[src/timer16_map.svh]
// Register selects, mode codes, fixed ceilings and reset values of the 16-bit timer.
`ifndef TIMER16_MAP_SVH
`define TIMER16_MAP_SVH

// ==========================================================
// CPU byte locations
`define T16_SEL_CNT_LO 2'h0
`define T16_SEL_CNT_HI 2'h1
`define T16_SEL_CAP_LO 2'h2
`define T16_SEL_CAP_HI 2'h3

// ==========================================================
// Waveform mode codes
`define T16_MODE_NORMAL   4'h0
`define T16_MODE_PC8      4'h1
`define T16_MODE_PC9      4'h2
`define T16_MODE_PC10     4'h3
`define T16_MODE_CTC_OCA  4'h4
`define T16_MODE_FAST8    4'h5
`define T16_MODE_FAST9    4'h6
`define T16_MODE_FAST10   4'h7
`define T16_MODE_PFC_ICR  4'h8
`define T16_MODE_PFC_OCA  4'h9
`define T16_MODE_PC_ICR   4'hA
`define T16_MODE_PC_OCA   4'hB
`define T16_MODE_CTC_ICR  4'hC
`define T16_MODE_FAST_ICR 4'hE
`define T16_MODE_FAST_OCA 4'hF

// ==========================================================
// Fixed ceilings and reset values
`define T16_TOP_8BIT  16'h00FF
`define T16_TOP_9BIT  16'h01FF
`define T16_TOP_10BIT 16'h03FF
`define T16_MAX       16'hFFFF
`define T16_FLOOR     16'h0000
`define T16_WORD_RST  16'h0000
`define T16_BYTE_RST  8'h00
`define T16_CS_STOP   3'h0

// ==========================================================
// Noise filter depth in system clock samples
`define T16_FILTER_DEPTH 4

`endif

[src/timer16_pkg.sv]
// Shared types of the 16-bit timer.
package timer16_pkg;
  typedef logic [15:0] word_t;
  typedef logic [7:0]  byte_t;
  typedef enum logic {DIR_UP, DIR_DOWN} dir_t;
endpackage

[src/capture_if.sv]
// Signals between the timer core and its capture front end.
`timescale 1ns/1ns
`default_nettype none
interface capture_if;
  logic pin_level;
  logic comp_level;
  logic source_sel;
  logic filter_en;
  logic rising;
  logic enable;
  logic trig;
  modport front (input pin_level, comp_level, source_sel, filter_en, rising, enable,
                 output trig);
  modport core  (output pin_level, comp_level, source_sel, filter_en, rising, enable,
                 input trig);
endinterface
`default_nettype wire

[src/capture_front.sv]
// Capture input synchroniser, noise filter and edge detector.
`timescale 1ns/1ns
`default_nettype none
`include "timer16_map.svh"
module capture_front (
  input wire logic      clk,  // System clock.
  input wire logic      srst, // Synchronous reset, active high.
  capture_if.front      cif   // Core side signals.
);
  logic                         pin_meta_reg;
  logic                         pin_sync_reg;
  logic [`T16_FILTER_DEPTH-1:0] hist_reg;
  logic                         filt_reg;
  logic                         prev_reg;
  wire logic                    src_level;
  wire logic                    all_high;
  wire logic                    all_low;
  wire logic                    filt_next;
  wire logic                    level;

  // The comparator is on-chip and synchronous, so only the pin is resynchronised.
  always_ff @(posedge clk) begin
    if (srst) begin
      pin_meta_reg <= 1'b0;
      pin_sync_reg <= 1'b0;
    end else begin
      pin_meta_reg <= cif.pin_level;
      pin_sync_reg <= pin_meta_reg;
    end
  end

  // Switching source can itself produce an edge; that is left visible on purpose.
  assign src_level = cif.source_sel ? cif.comp_level : pin_sync_reg;

  // ==========================================================
  // Noise filter, sampled every system clock regardless of the timer tick
  always_ff @(posedge clk) begin
    if (srst) begin
      hist_reg <= '0;
      filt_reg <= 1'b0;
      prev_reg <= 1'b0;
    end else begin
      hist_reg <= {hist_reg[`T16_FILTER_DEPTH-2:0], src_level};
      filt_reg <= filt_next;
      prev_reg <= level;
    end
  end

  assign all_high  = &hist_reg;
  assign all_low   = ~|hist_reg;
  assign filt_next = all_high ? 1'b1 : (all_low ? 1'b0 : filt_reg);
  // The filtered level trails the first history bit by four clocks.
  assign level     = cif.filter_en ? filt_reg : hist_reg[0];

  // ==========================================================
  // Edge detector
  assign cif.trig = cif.enable &
                    (cif.rising ? (level & ~prev_reg) : (~level & prev_reg));
endmodule
`default_nettype wire

[src/timer16_counter_input_capture.sv]
// Counter core and input capture unit of the 16-bit timer.
`timescale 1ns/1ns
`default_nettype none
`include "timer16_map.svh"
module timer16_counter_input_capture
  import timer16_pkg::*;
(
  input  wire logic       clk,                   // System clock, 25 MHz.
  input  wire logic       srst,                  // Synchronous reset, active high.

  input  wire logic [1:0] cpu_sel,               // Byte location select.
  input  wire logic       cpu_wr,                // Write strobe, one cycle.
  input  wire logic       cpu_rd,                // Read strobe, one cycle.
  input  wire byte_t      cpu_wdata,             // Write data.
  output var  byte_t      cpu_rdata,             // Read data, valid after the strobe.
  output var  byte_t      holding_byte,          // Shared high-byte holding register.

  input  wire logic [3:0] waveform_mode_field,   // Counting sequence select.
  input  wire logic [2:0] clock_select_field,    // Zero stops the timer.
  input  wire logic       source_tick,           // Tick of the selected clock source.
  input  wire word_t      compare_a_value,       // Compare A value for ceiling modes.

  input  wire logic       capture_source_sel,    // 0 pin, 1 comparator.
  input  wire logic       capture_pin,           // Capture pin pad level.
  input  wire logic       port_dir_out,          // Port drives the capture pin.
  input  wire logic       port_out_level,        // Port output level of that pin.
  input  wire logic       comparator_output,     // Analog comparator output.
  input  wire logic       capture_filter_enable, // Noise filter on.
  input  wire logic       capture_edge_rising,   // 1 rising, 0 falling.

  input  wire logic       capture_irq_enable,    // Capture interrupt enable.
  input  wire logic       overflow_irq_enable,   // Overflow interrupt enable.
  input  wire logic       capture_flag_clear,    // Write-one clear of capture flag.
  input  wire logic       overflow_flag_clear,   // Write-one clear of overflow flag.
  input  wire logic       capture_irq_ack,       // Capture interrupt serviced.
  input  wire logic       overflow_irq_ack,      // Overflow interrupt serviced.

  output var  word_t      counter_value,         // Counter register.
  output var  word_t      capture_value,         // Capture register.
  output logic            timer_tick,            // Qualified timer tick.
  output logic            count_floor,           // Counter is zero.
  output logic            count_ceiling,         // Counter equals the ceiling.
  output logic            overflow_flag,         // Overflow flag.
  output logic            capture_flag,          // Capture flag.
  output logic            overflow_irq,          // Overflow interrupt request.
  output logic            capture_irq            // Capture interrupt request.
);

  // ==========================================================
  // State
  word_t      counter_reg;
  word_t      counter_next;
  word_t      capture_reg;
  word_t      capture_next;
  byte_t      hold_reg;
  byte_t      hold_next;
  byte_t      rdata_reg;
  byte_t      rdata_next;
  // Direction is held at up outside dual-slope modes.
  dir_t       dir_reg;
  dir_t       dir_next;
  logic       ovf_flag_reg;
  logic       ovf_flag_next;
  logic       cap_flag_reg;
  logic       cap_flag_next;

  capture_if  cif ();

  // ==========================================================
  // CPU decode
  wire logic  sel_cnt_lo;
  wire logic  sel_cnt_hi;
  wire logic  sel_cap_lo;
  wire logic  sel_cap_hi;
  wire logic  wr_cnt_lo;
  wire logic  wr_high;
  wire logic  wr_cap_lo;
  wire logic  rd_cnt_lo;
  wire logic  rd_cap_lo;
  wire byte_t rd_mux;

  assign sel_cnt_lo = (cpu_sel == `T16_SEL_CNT_LO);
  assign sel_cnt_hi = (cpu_sel == `T16_SEL_CNT_HI);
  assign sel_cap_lo = (cpu_sel == `T16_SEL_CAP_LO);
  assign sel_cap_hi = (cpu_sel == `T16_SEL_CAP_HI);

  assign wr_cnt_lo  = cpu_wr & sel_cnt_lo;
  assign wr_high    = cpu_wr & (sel_cnt_hi | sel_cap_hi);
  assign rd_cnt_lo  = cpu_rd & sel_cnt_lo;
  assign rd_cap_lo  = cpu_rd & sel_cap_lo;

  // High locations always answer from the holding register, never the live word.
  assign rd_mux = sel_cnt_lo ? counter_reg[7:0] :
                  sel_cap_lo ? capture_reg[7:0] :
                  hold_reg;
  // Read data holds until the next read strobe.
  assign rdata_next = cpu_rd ? rd_mux : rdata_reg;

  // ==========================================================
  // Mode decode
  wire logic  mode_icr_top;
  wire logic  mode_oca_top;
  wire logic  mode_updown;
  wire logic  mode_fast;
  wire logic  mode_top8;
  wire logic  mode_top9;
  wire logic  mode_top10;
  wire word_t ceiling_value;
  wire logic  at_ceiling;
  wire logic  at_floor;

  assign mode_icr_top = (waveform_mode_field == `T16_MODE_PFC_ICR) |
                        (waveform_mode_field == `T16_MODE_PC_ICR)  |
                        (waveform_mode_field == `T16_MODE_CTC_ICR) |
                        (waveform_mode_field == `T16_MODE_FAST_ICR);
  assign mode_oca_top = (waveform_mode_field == `T16_MODE_CTC_OCA) |
                        (waveform_mode_field == `T16_MODE_PFC_OCA) |
                        (waveform_mode_field == `T16_MODE_PC_OCA)  |
                        (waveform_mode_field == `T16_MODE_FAST_OCA);
  assign mode_updown  = (waveform_mode_field == `T16_MODE_PC8)     |
                        (waveform_mode_field == `T16_MODE_PC9)     |
                        (waveform_mode_field == `T16_MODE_PC10)    |
                        (waveform_mode_field == `T16_MODE_PFC_ICR) |
                        (waveform_mode_field == `T16_MODE_PFC_OCA) |
                        (waveform_mode_field == `T16_MODE_PC_ICR)  |
                        (waveform_mode_field == `T16_MODE_PC_OCA);
  assign mode_fast    = (waveform_mode_field == `T16_MODE_FAST8)    |
                        (waveform_mode_field == `T16_MODE_FAST9)    |
                        (waveform_mode_field == `T16_MODE_FAST10)   |
                        (waveform_mode_field == `T16_MODE_FAST_ICR) |
                        (waveform_mode_field == `T16_MODE_FAST_OCA);
  assign mode_top8    = (waveform_mode_field == `T16_MODE_PC8) |
                        (waveform_mode_field == `T16_MODE_FAST8);
  assign mode_top9    = (waveform_mode_field == `T16_MODE_PC9) |
                        (waveform_mode_field == `T16_MODE_FAST9);
  assign mode_top10   = (waveform_mode_field == `T16_MODE_PC10) |
                        (waveform_mode_field == `T16_MODE_FAST10);

  // Code 13 is reserved and counts as the normal mode.
  // Register ceilings are followed live, with no buffering.
  // A ceiling set below the count lets the counter wrap first.
  assign ceiling_value = mode_icr_top ? capture_reg :
                         mode_oca_top ? compare_a_value :
                         mode_top8    ? `T16_TOP_8BIT :
                         mode_top9    ? `T16_TOP_9BIT :
                         mode_top10   ? `T16_TOP_10BIT :
                         `T16_MAX;

  // Both compares use the registered count.
  assign at_ceiling = (counter_reg == ceiling_value);
  assign at_floor   = (counter_reg == `T16_FLOOR);

  // ==========================================================
  // Counting
  wire logic  tick;
  wire logic  turn_down;
  wire word_t count_up;
  wire word_t count_down;
  wire word_t counted;
  wire logic  ovf_event;
  wire logic  clear_at_top;
  wire logic  ovf_dual;
  wire logic  ovf_fast;
  wire logic  ovf_max;

  // The prescaler is outside; each source tick is one clock wide.
  assign tick = (clock_select_field != `T16_CS_STOP) & source_tick;

  assign count_up   = counter_reg + 16'h0001;
  assign count_down = counter_reg - 16'h0001;

  // In dual-slope modes the direction turns at the ceiling and at the floor.
  assign turn_down = (dir_reg == DIR_DOWN) ? ~at_floor : at_ceiling;

  // Normal mode needs no explicit clear: the increment wraps past the maximum.
  assign clear_at_top = (mode_fast | mode_oca_top | mode_icr_top) & at_ceiling;
  assign counted      = mode_updown  ? (turn_down ? count_down : count_up) :
                        clear_at_top ? `T16_WORD_RST : count_up;

  // Overflow marks the floor going down, the fast ceiling, or the maximum.
  assign ovf_dual  = mode_updown & (dir_reg == DIR_DOWN) & at_floor;
  assign ovf_fast  = mode_fast & at_ceiling;
  assign ovf_max   = ~mode_updown & ~mode_fast & (counter_reg == `T16_MAX);
  // A CPU write replaces the count, so the overflow it would have caused is dropped.
  assign ovf_event = tick & ~wr_cnt_lo & (ovf_dual | ovf_fast | ovf_max);

  always_comb begin
    counter_next = counter_reg;
    dir_next     = dir_reg;
    if (wr_cnt_lo) begin
      counter_next = {hold_reg, cpu_wdata};
    end else if (tick) begin
      counter_next = counted;
    end
    // A counter write keeps the direction.
    if (!mode_updown) begin
      dir_next = DIR_UP;
    end else if (tick && !wr_cnt_lo) begin
      dir_next = turn_down ? DIR_DOWN : DIR_UP;
    end
  end

  // ==========================================================
  // Holding register and capture register
  wire logic  cap_write;

  // The capture word is only a writable ceiling while it actually serves as one.
  assign cap_write = cpu_wr & sel_cap_lo & mode_icr_top;

  // Only one strobe is high at a time, so this order never matters.
  always_comb begin
    hold_next = hold_reg;
    if (rd_cnt_lo) begin
      hold_next = counter_reg[15:8];
    end else if (rd_cap_lo) begin
      hold_next = capture_reg[15:8];
    end else if (wr_high) begin
      hold_next = cpu_wdata;
    end
  end

  always_comb begin
    capture_next = capture_reg;
    if (cap_write) begin
      capture_next = {hold_reg, cpu_wdata};
    end else if (cif.trig) begin
      capture_next = counter_reg;
    end
  end

  // ==========================================================
  // Flags: a set in the same cycle as a clear wins
  wire logic  cap_flag_clr;
  wire logic  ovf_flag_clr;

  // Servicing the interrupt and writing a one clear a flag alike.
  assign cap_flag_clr = capture_flag_clear | capture_irq_ack;
  assign ovf_flag_clr = overflow_flag_clear | overflow_irq_ack;

  always_comb begin
    cap_flag_next = cif.trig | (cap_flag_reg & ~cap_flag_clr);
    ovf_flag_next = ovf_event | (ovf_flag_reg & ~ovf_flag_clr);
  end

  // ==========================================================
  // Registers
  always_ff @(posedge clk) begin
    if (srst) begin
      counter_reg  <= `T16_WORD_RST;
      capture_reg  <= `T16_WORD_RST;
      hold_reg     <= `T16_BYTE_RST;
      rdata_reg    <= `T16_BYTE_RST;
      dir_reg      <= DIR_UP;
      ovf_flag_reg <= 1'b0;
      cap_flag_reg <= 1'b0;
    end else begin
      counter_reg  <= counter_next;
      capture_reg  <= capture_next;
      hold_reg     <= hold_next;
      dir_reg      <= dir_next;
      ovf_flag_reg <= ovf_flag_next;
      cap_flag_reg <= cap_flag_next;
      rdata_reg    <= rdata_next;
    end
  end

  // ==========================================================
  // Capture front end
  wire logic  pad_level;

  // The pad reads back what the port drives, so software can fire a capture.
  assign pad_level      = port_dir_out ? port_out_level : capture_pin;
  assign cif.pin_level  = pad_level;
  assign cif.comp_level = comparator_output;
  assign cif.source_sel = capture_source_sel;
  assign cif.filter_en  = capture_filter_enable;
  assign cif.rising     = capture_edge_rising;
  // Modes that use the capture word as ceiling still track the level but fire nothing.
  assign cif.enable     = ~mode_icr_top;

  capture_front i_capture_front (
    .clk  (clk),
    .srst (srst),
    .cif  (cif)
  );

  // ==========================================================
  // Outputs
  assign cpu_rdata     = rdata_reg;
  assign holding_byte  = hold_reg;
  assign counter_value = counter_reg;
  assign capture_value = capture_reg;
  assign timer_tick    = tick;
  assign count_floor   = at_floor;
  assign count_ceiling = at_ceiling;
  assign overflow_flag = ovf_flag_reg;
  assign capture_flag  = cap_flag_reg;
  assign overflow_irq  = ovf_flag_reg & overflow_irq_enable;
  assign capture_irq   = cap_flag_reg & capture_irq_enable;

endmodule
`default_nettype wire

[config.mk]
export PLATFORM = sky130hd
export DESIGN_NAME = timer16_counter_input_capture
export DESIGN_NICKNAME = d
export VERILOG_FILES = /design/src/timer16_pkg.sv /design/src/capture_if.sv /design/src/capture_front.sv /design/src/timer16_counter_input_capture.sv
export VERILOG_INCLUDE_DIRS = /design/src
export SDC_FILE = /design/constraint.sdc
export NUM_CORES = 1
export LEC_CHECK = 0
export ABC_AREA = 1
export BUFFER_PORTS_ARGS = -buffer_cell sky130_fd_sc_hd__buf_2
export CAP_MARGIN = 20
export CELL_PAD_IN_SITES_DETAIL_PLACEMENT = 1
export CELL_PAD_IN_SITES_GLOBAL_PLACEMENT = 2
export CORE_MARGIN = 3
export CORE_UTILIZATION = 25
export DETAILED_ROUTE_END_ITERATION = 8
export PLACE_DENSITY = 0.77
export SLEW_MARGIN = 10
export SYNTH_ARGS = -nofsm -noshare
export SYNTH_HDL_FRONTEND = slang
export SYNTH_HIERARCHICAL = 1
export SYNTH_SLANG_ARGS = --single-unit
[constraint.sdc]
create_clock -name clk -period 2.2 [get_ports clk]
set_input_delay 0.11 -clock clk [delete_from_list [all_inputs] [get_ports clk]]
set_output_delay 0.11 -clock clk [all_outputs]
set_load 0.005 [all_outputs]
==> impl_metrics.yaml <==
detailed_routing:
  vias: 5968
  drt-initial-drc-count: 374
  drc_errors: 0
  ant_nets: 0
  drtPass1Iterations: 4
  avgViaCountPerCell: 4.96
  routedWlPerCell_um: 18.9
  routed_wirelength_mm: 22.8
run:
  drv_cap: 0
synth:
  synthFlopType: "dfxtp_1"
  synth_async_sr_flop_share_pct: 0
  synth_edf_count: 0
  ys_types: 39
  synth-seq-cells: 59
  yosys.area.top_type: "dfxtp_1"
  synth_common_cells: "nand2_1, inv_1, nand3_1"
  yosysMostFrequentCell: "nand2_1"
  seq_area_frac_synth_pct: 25.8
  synth_cells: 768
  yosys.area.top_type_share_pct: 25.8
  synth_nets: 821
  ys_warn_count: 6
  synth_area_mm2: 0.00458
  synth_area_per_cell_um2: 5.96
  synthTopCellsByArea: "dfxtp_1, nand2_1, inv_1"
sta:
  worst_slack_ps: -0.510
  fin_hold_ws_ps: 30.0
  relSlewSlack_pct: 62.7
  rsz0062_at_grt: "yes"
  worst_pin_slew_ps: 557
  period_share_pct: 100
  fin_skew_ps: 10.1
  min_period_ps: 2200
  fin_tns_setup_ps: -0.510
  timing.fmax_mhz: 454
  slew_viol_final: 0
  hold_viol: 0
  setup_violations: 1
die:
  num_rows: 48
  io_pins: 106
  initial_core_util_pct: 26.0
  dieWidth_um: 141
  dieHeight_um: 141
  die-area_mm2: 0.0200
  core_area_mm2: 0.0176
pwr:
  peakVddDrop_uv: 381
  p_leak_nw: 3.48
  p_per_area_mw_per_mm2: 577
  p_sw_share_pct: 32.8
  fin_total_pwr_mw: 3.92
  clkPwrFrac_pct: 39.4
  power.internal_mw: 2.64
  pwr-share-seq_pct: 30.0
  power_frac_comb_pct: 30.6
  switchingPower_mw: 1.29
clock_network:
  clkTransAtPathRegs_ps: 60
  cts.path.max_buffers: 2
  htree_levels: 3
  root_buffer: "clkbuf_16"
  cts_tree: "done"
  cts_inserted_buffers: 9
  worstSkewPairLatency_ps: 350
  cts_sinks: 59
run_status:
  violations: "setup timing"
  outcome: "complete, but fails checks"
placement:
  dpl.hpwl_mm: 17.6
  place_inst: 1170
  globalplace.congestion: 0.884
  portBuffers: 105
cells_and_area:
  num_antenna_cells: 0
  final_util_pct: 38.6
  area_growth_pct: 48.6
  final_cells: 1203
  drive_above_1_share_pct: 31.1
  layout.nets: 1026
setup_path:
  worstPathArrival_ps: 2480
  endpoint_kind: "flip-flop"
  worstPathRequired_ps: 2480
  max_stage_delay_ps: 380
  crit_slowest_cell: "dfxtp_4"
  crit_top_cell: "nand2_1"
  worstPathMaxFanout: 6
  crit_chain: "inv_4, ha_4, nand3_4, nor2_4, nand4_1, nor2_1, nand2_1, nor2_4, nand2_4, buf_12, nand3_1, nand3_1, nand2_1, nand2_1, a21oi_2"
  path_class: "flip-flop to flip-flop"
  startpoint_type: "flip-flop"
global_routing:
  grt_overflow: 0
  antenna_found_initial: 0
  grt_max_degree: 34
  grtUsageTotal_pct: 22.4
  first_global_vias: 5929
  grt_pass1_wl_mm: 34.3
hold_path:
  hold_path_class: "input port to flip-flop"
[worst paths after layout]
path,start,endpoint,slack [ps],cells after the start
worst max-delay path,counter_value[1],counter_value[7],-0.5,15
worst min-delay path,overflow_flag_clear,overflow_flag,30,4
worst max register to register,counter_value[1],counter_value[7],-0.5,15
worst min register to register,i_capture_front/pin_meta_reg,i_capture_front/pin_sync_reg,410,2
[layout make-up]
type	instances	area, um^2
Inverter	136	519
Multi-Input combinational cell	538	2950
Timing Repair Buffer	229	1540
Sequential cell	59	1190
Clock buffer	10	229
Clock inverter	6	90.1
Fill cell	2329	10800
Tap cell	225	282
[kinds of logic after synthesis]
family / share of synthesized area, %
buffers and inverters: 14.8
adders and majority gates: 0.547
xor gates and xnor gates: 4.59
and+or+nand+nor: 35.9
DFF: 25.8
AOI/OAI and AO/OA: 18.1
muxes: 0.246
[metrics by stage]
step                      worst slack, ps  instance area (um^2)
after floorplan                      73.5                  4580
after global placement               -269                  6090
after detailed placement             -224                  6090
after CTS                            5.59                  6520
after global routing                -92.4                  6800
final                              -0.510                  6800
[critical path: cells and delay by family, from the launching register on]
kind | cells | cell delay (ps)
adders and majority gates | 1 | 140
buffers and inverters | 2 | 220
AOI/OAI and AO/OA | 1 | 100
DFF | 1 | 380
and+or+nand+nor | 11 | 1290
[per-layer routing]
| layer | up-vias | global-route usage, % | share of wire [%] | wire length, um |
|---|---|---|---|---|
| met5 | - | 0 | 0 | 0 |
| met4 | 0 | 7.19 | 2.0 | 459 |
| met3 | 29 | 4.31 | 4.6 | 1040 |
| met2 | 140 | 37.1 | 48 | 10900 |
| met1 | 2875 | 29.4 | 45 | 10400 |
| li1 | 2924 | - | - | - |
[layout by cell type (no fill, tap or decap), types with 3 or more instances in the layout]
cell type,count
nand2_1,185
inv_1,125
buf_4,116
buf_2,105
nand3_1,64
dfxtp_1,53
o21ai_0,50
nor2_1,48
a21oi_1,34
o22ai_1,23
xor2_1,22
nand4_1,21
nand3_2,11
clkbuf_16,10
o2111ai_1,9
o211ai_1,8
o221ai_1,8
inv_2,6
nor2_4,6
nand2_2,5
nor2_2,5
nand3b_1,5
buf_12,5
dfxtp_2,4
nand2_4,3
nor4_1,3
nor3_2,3
nor3_4,3
a31oi_1,3
nor3_1,3
[power by group through the flow]
stage / Clock (mW) / Combinational, mW / Sequential, mW
floorplan: 0 / 0.535 / 1.18
detailed placement: 0 / 1.06 / 1.19
global route: 1.63 / 1.32 / 1.18
CTS: 1.58 / 1.09 / 1.17
finish: 1.55 / 1.20 / 1.18
global placement: 0 / 1.05 / 1.19
[what timing repair did]
item,4_1_cts,5_1_grt
gates resized for setup,17,44
setup endpoints to repair,17,18
buffers inserted,2,12
pin swaps,5,28
hold buffers,2,0
endpoints found under the hold margin,1,0
cloned,0,1
Power figures use the tool's default switching activity.
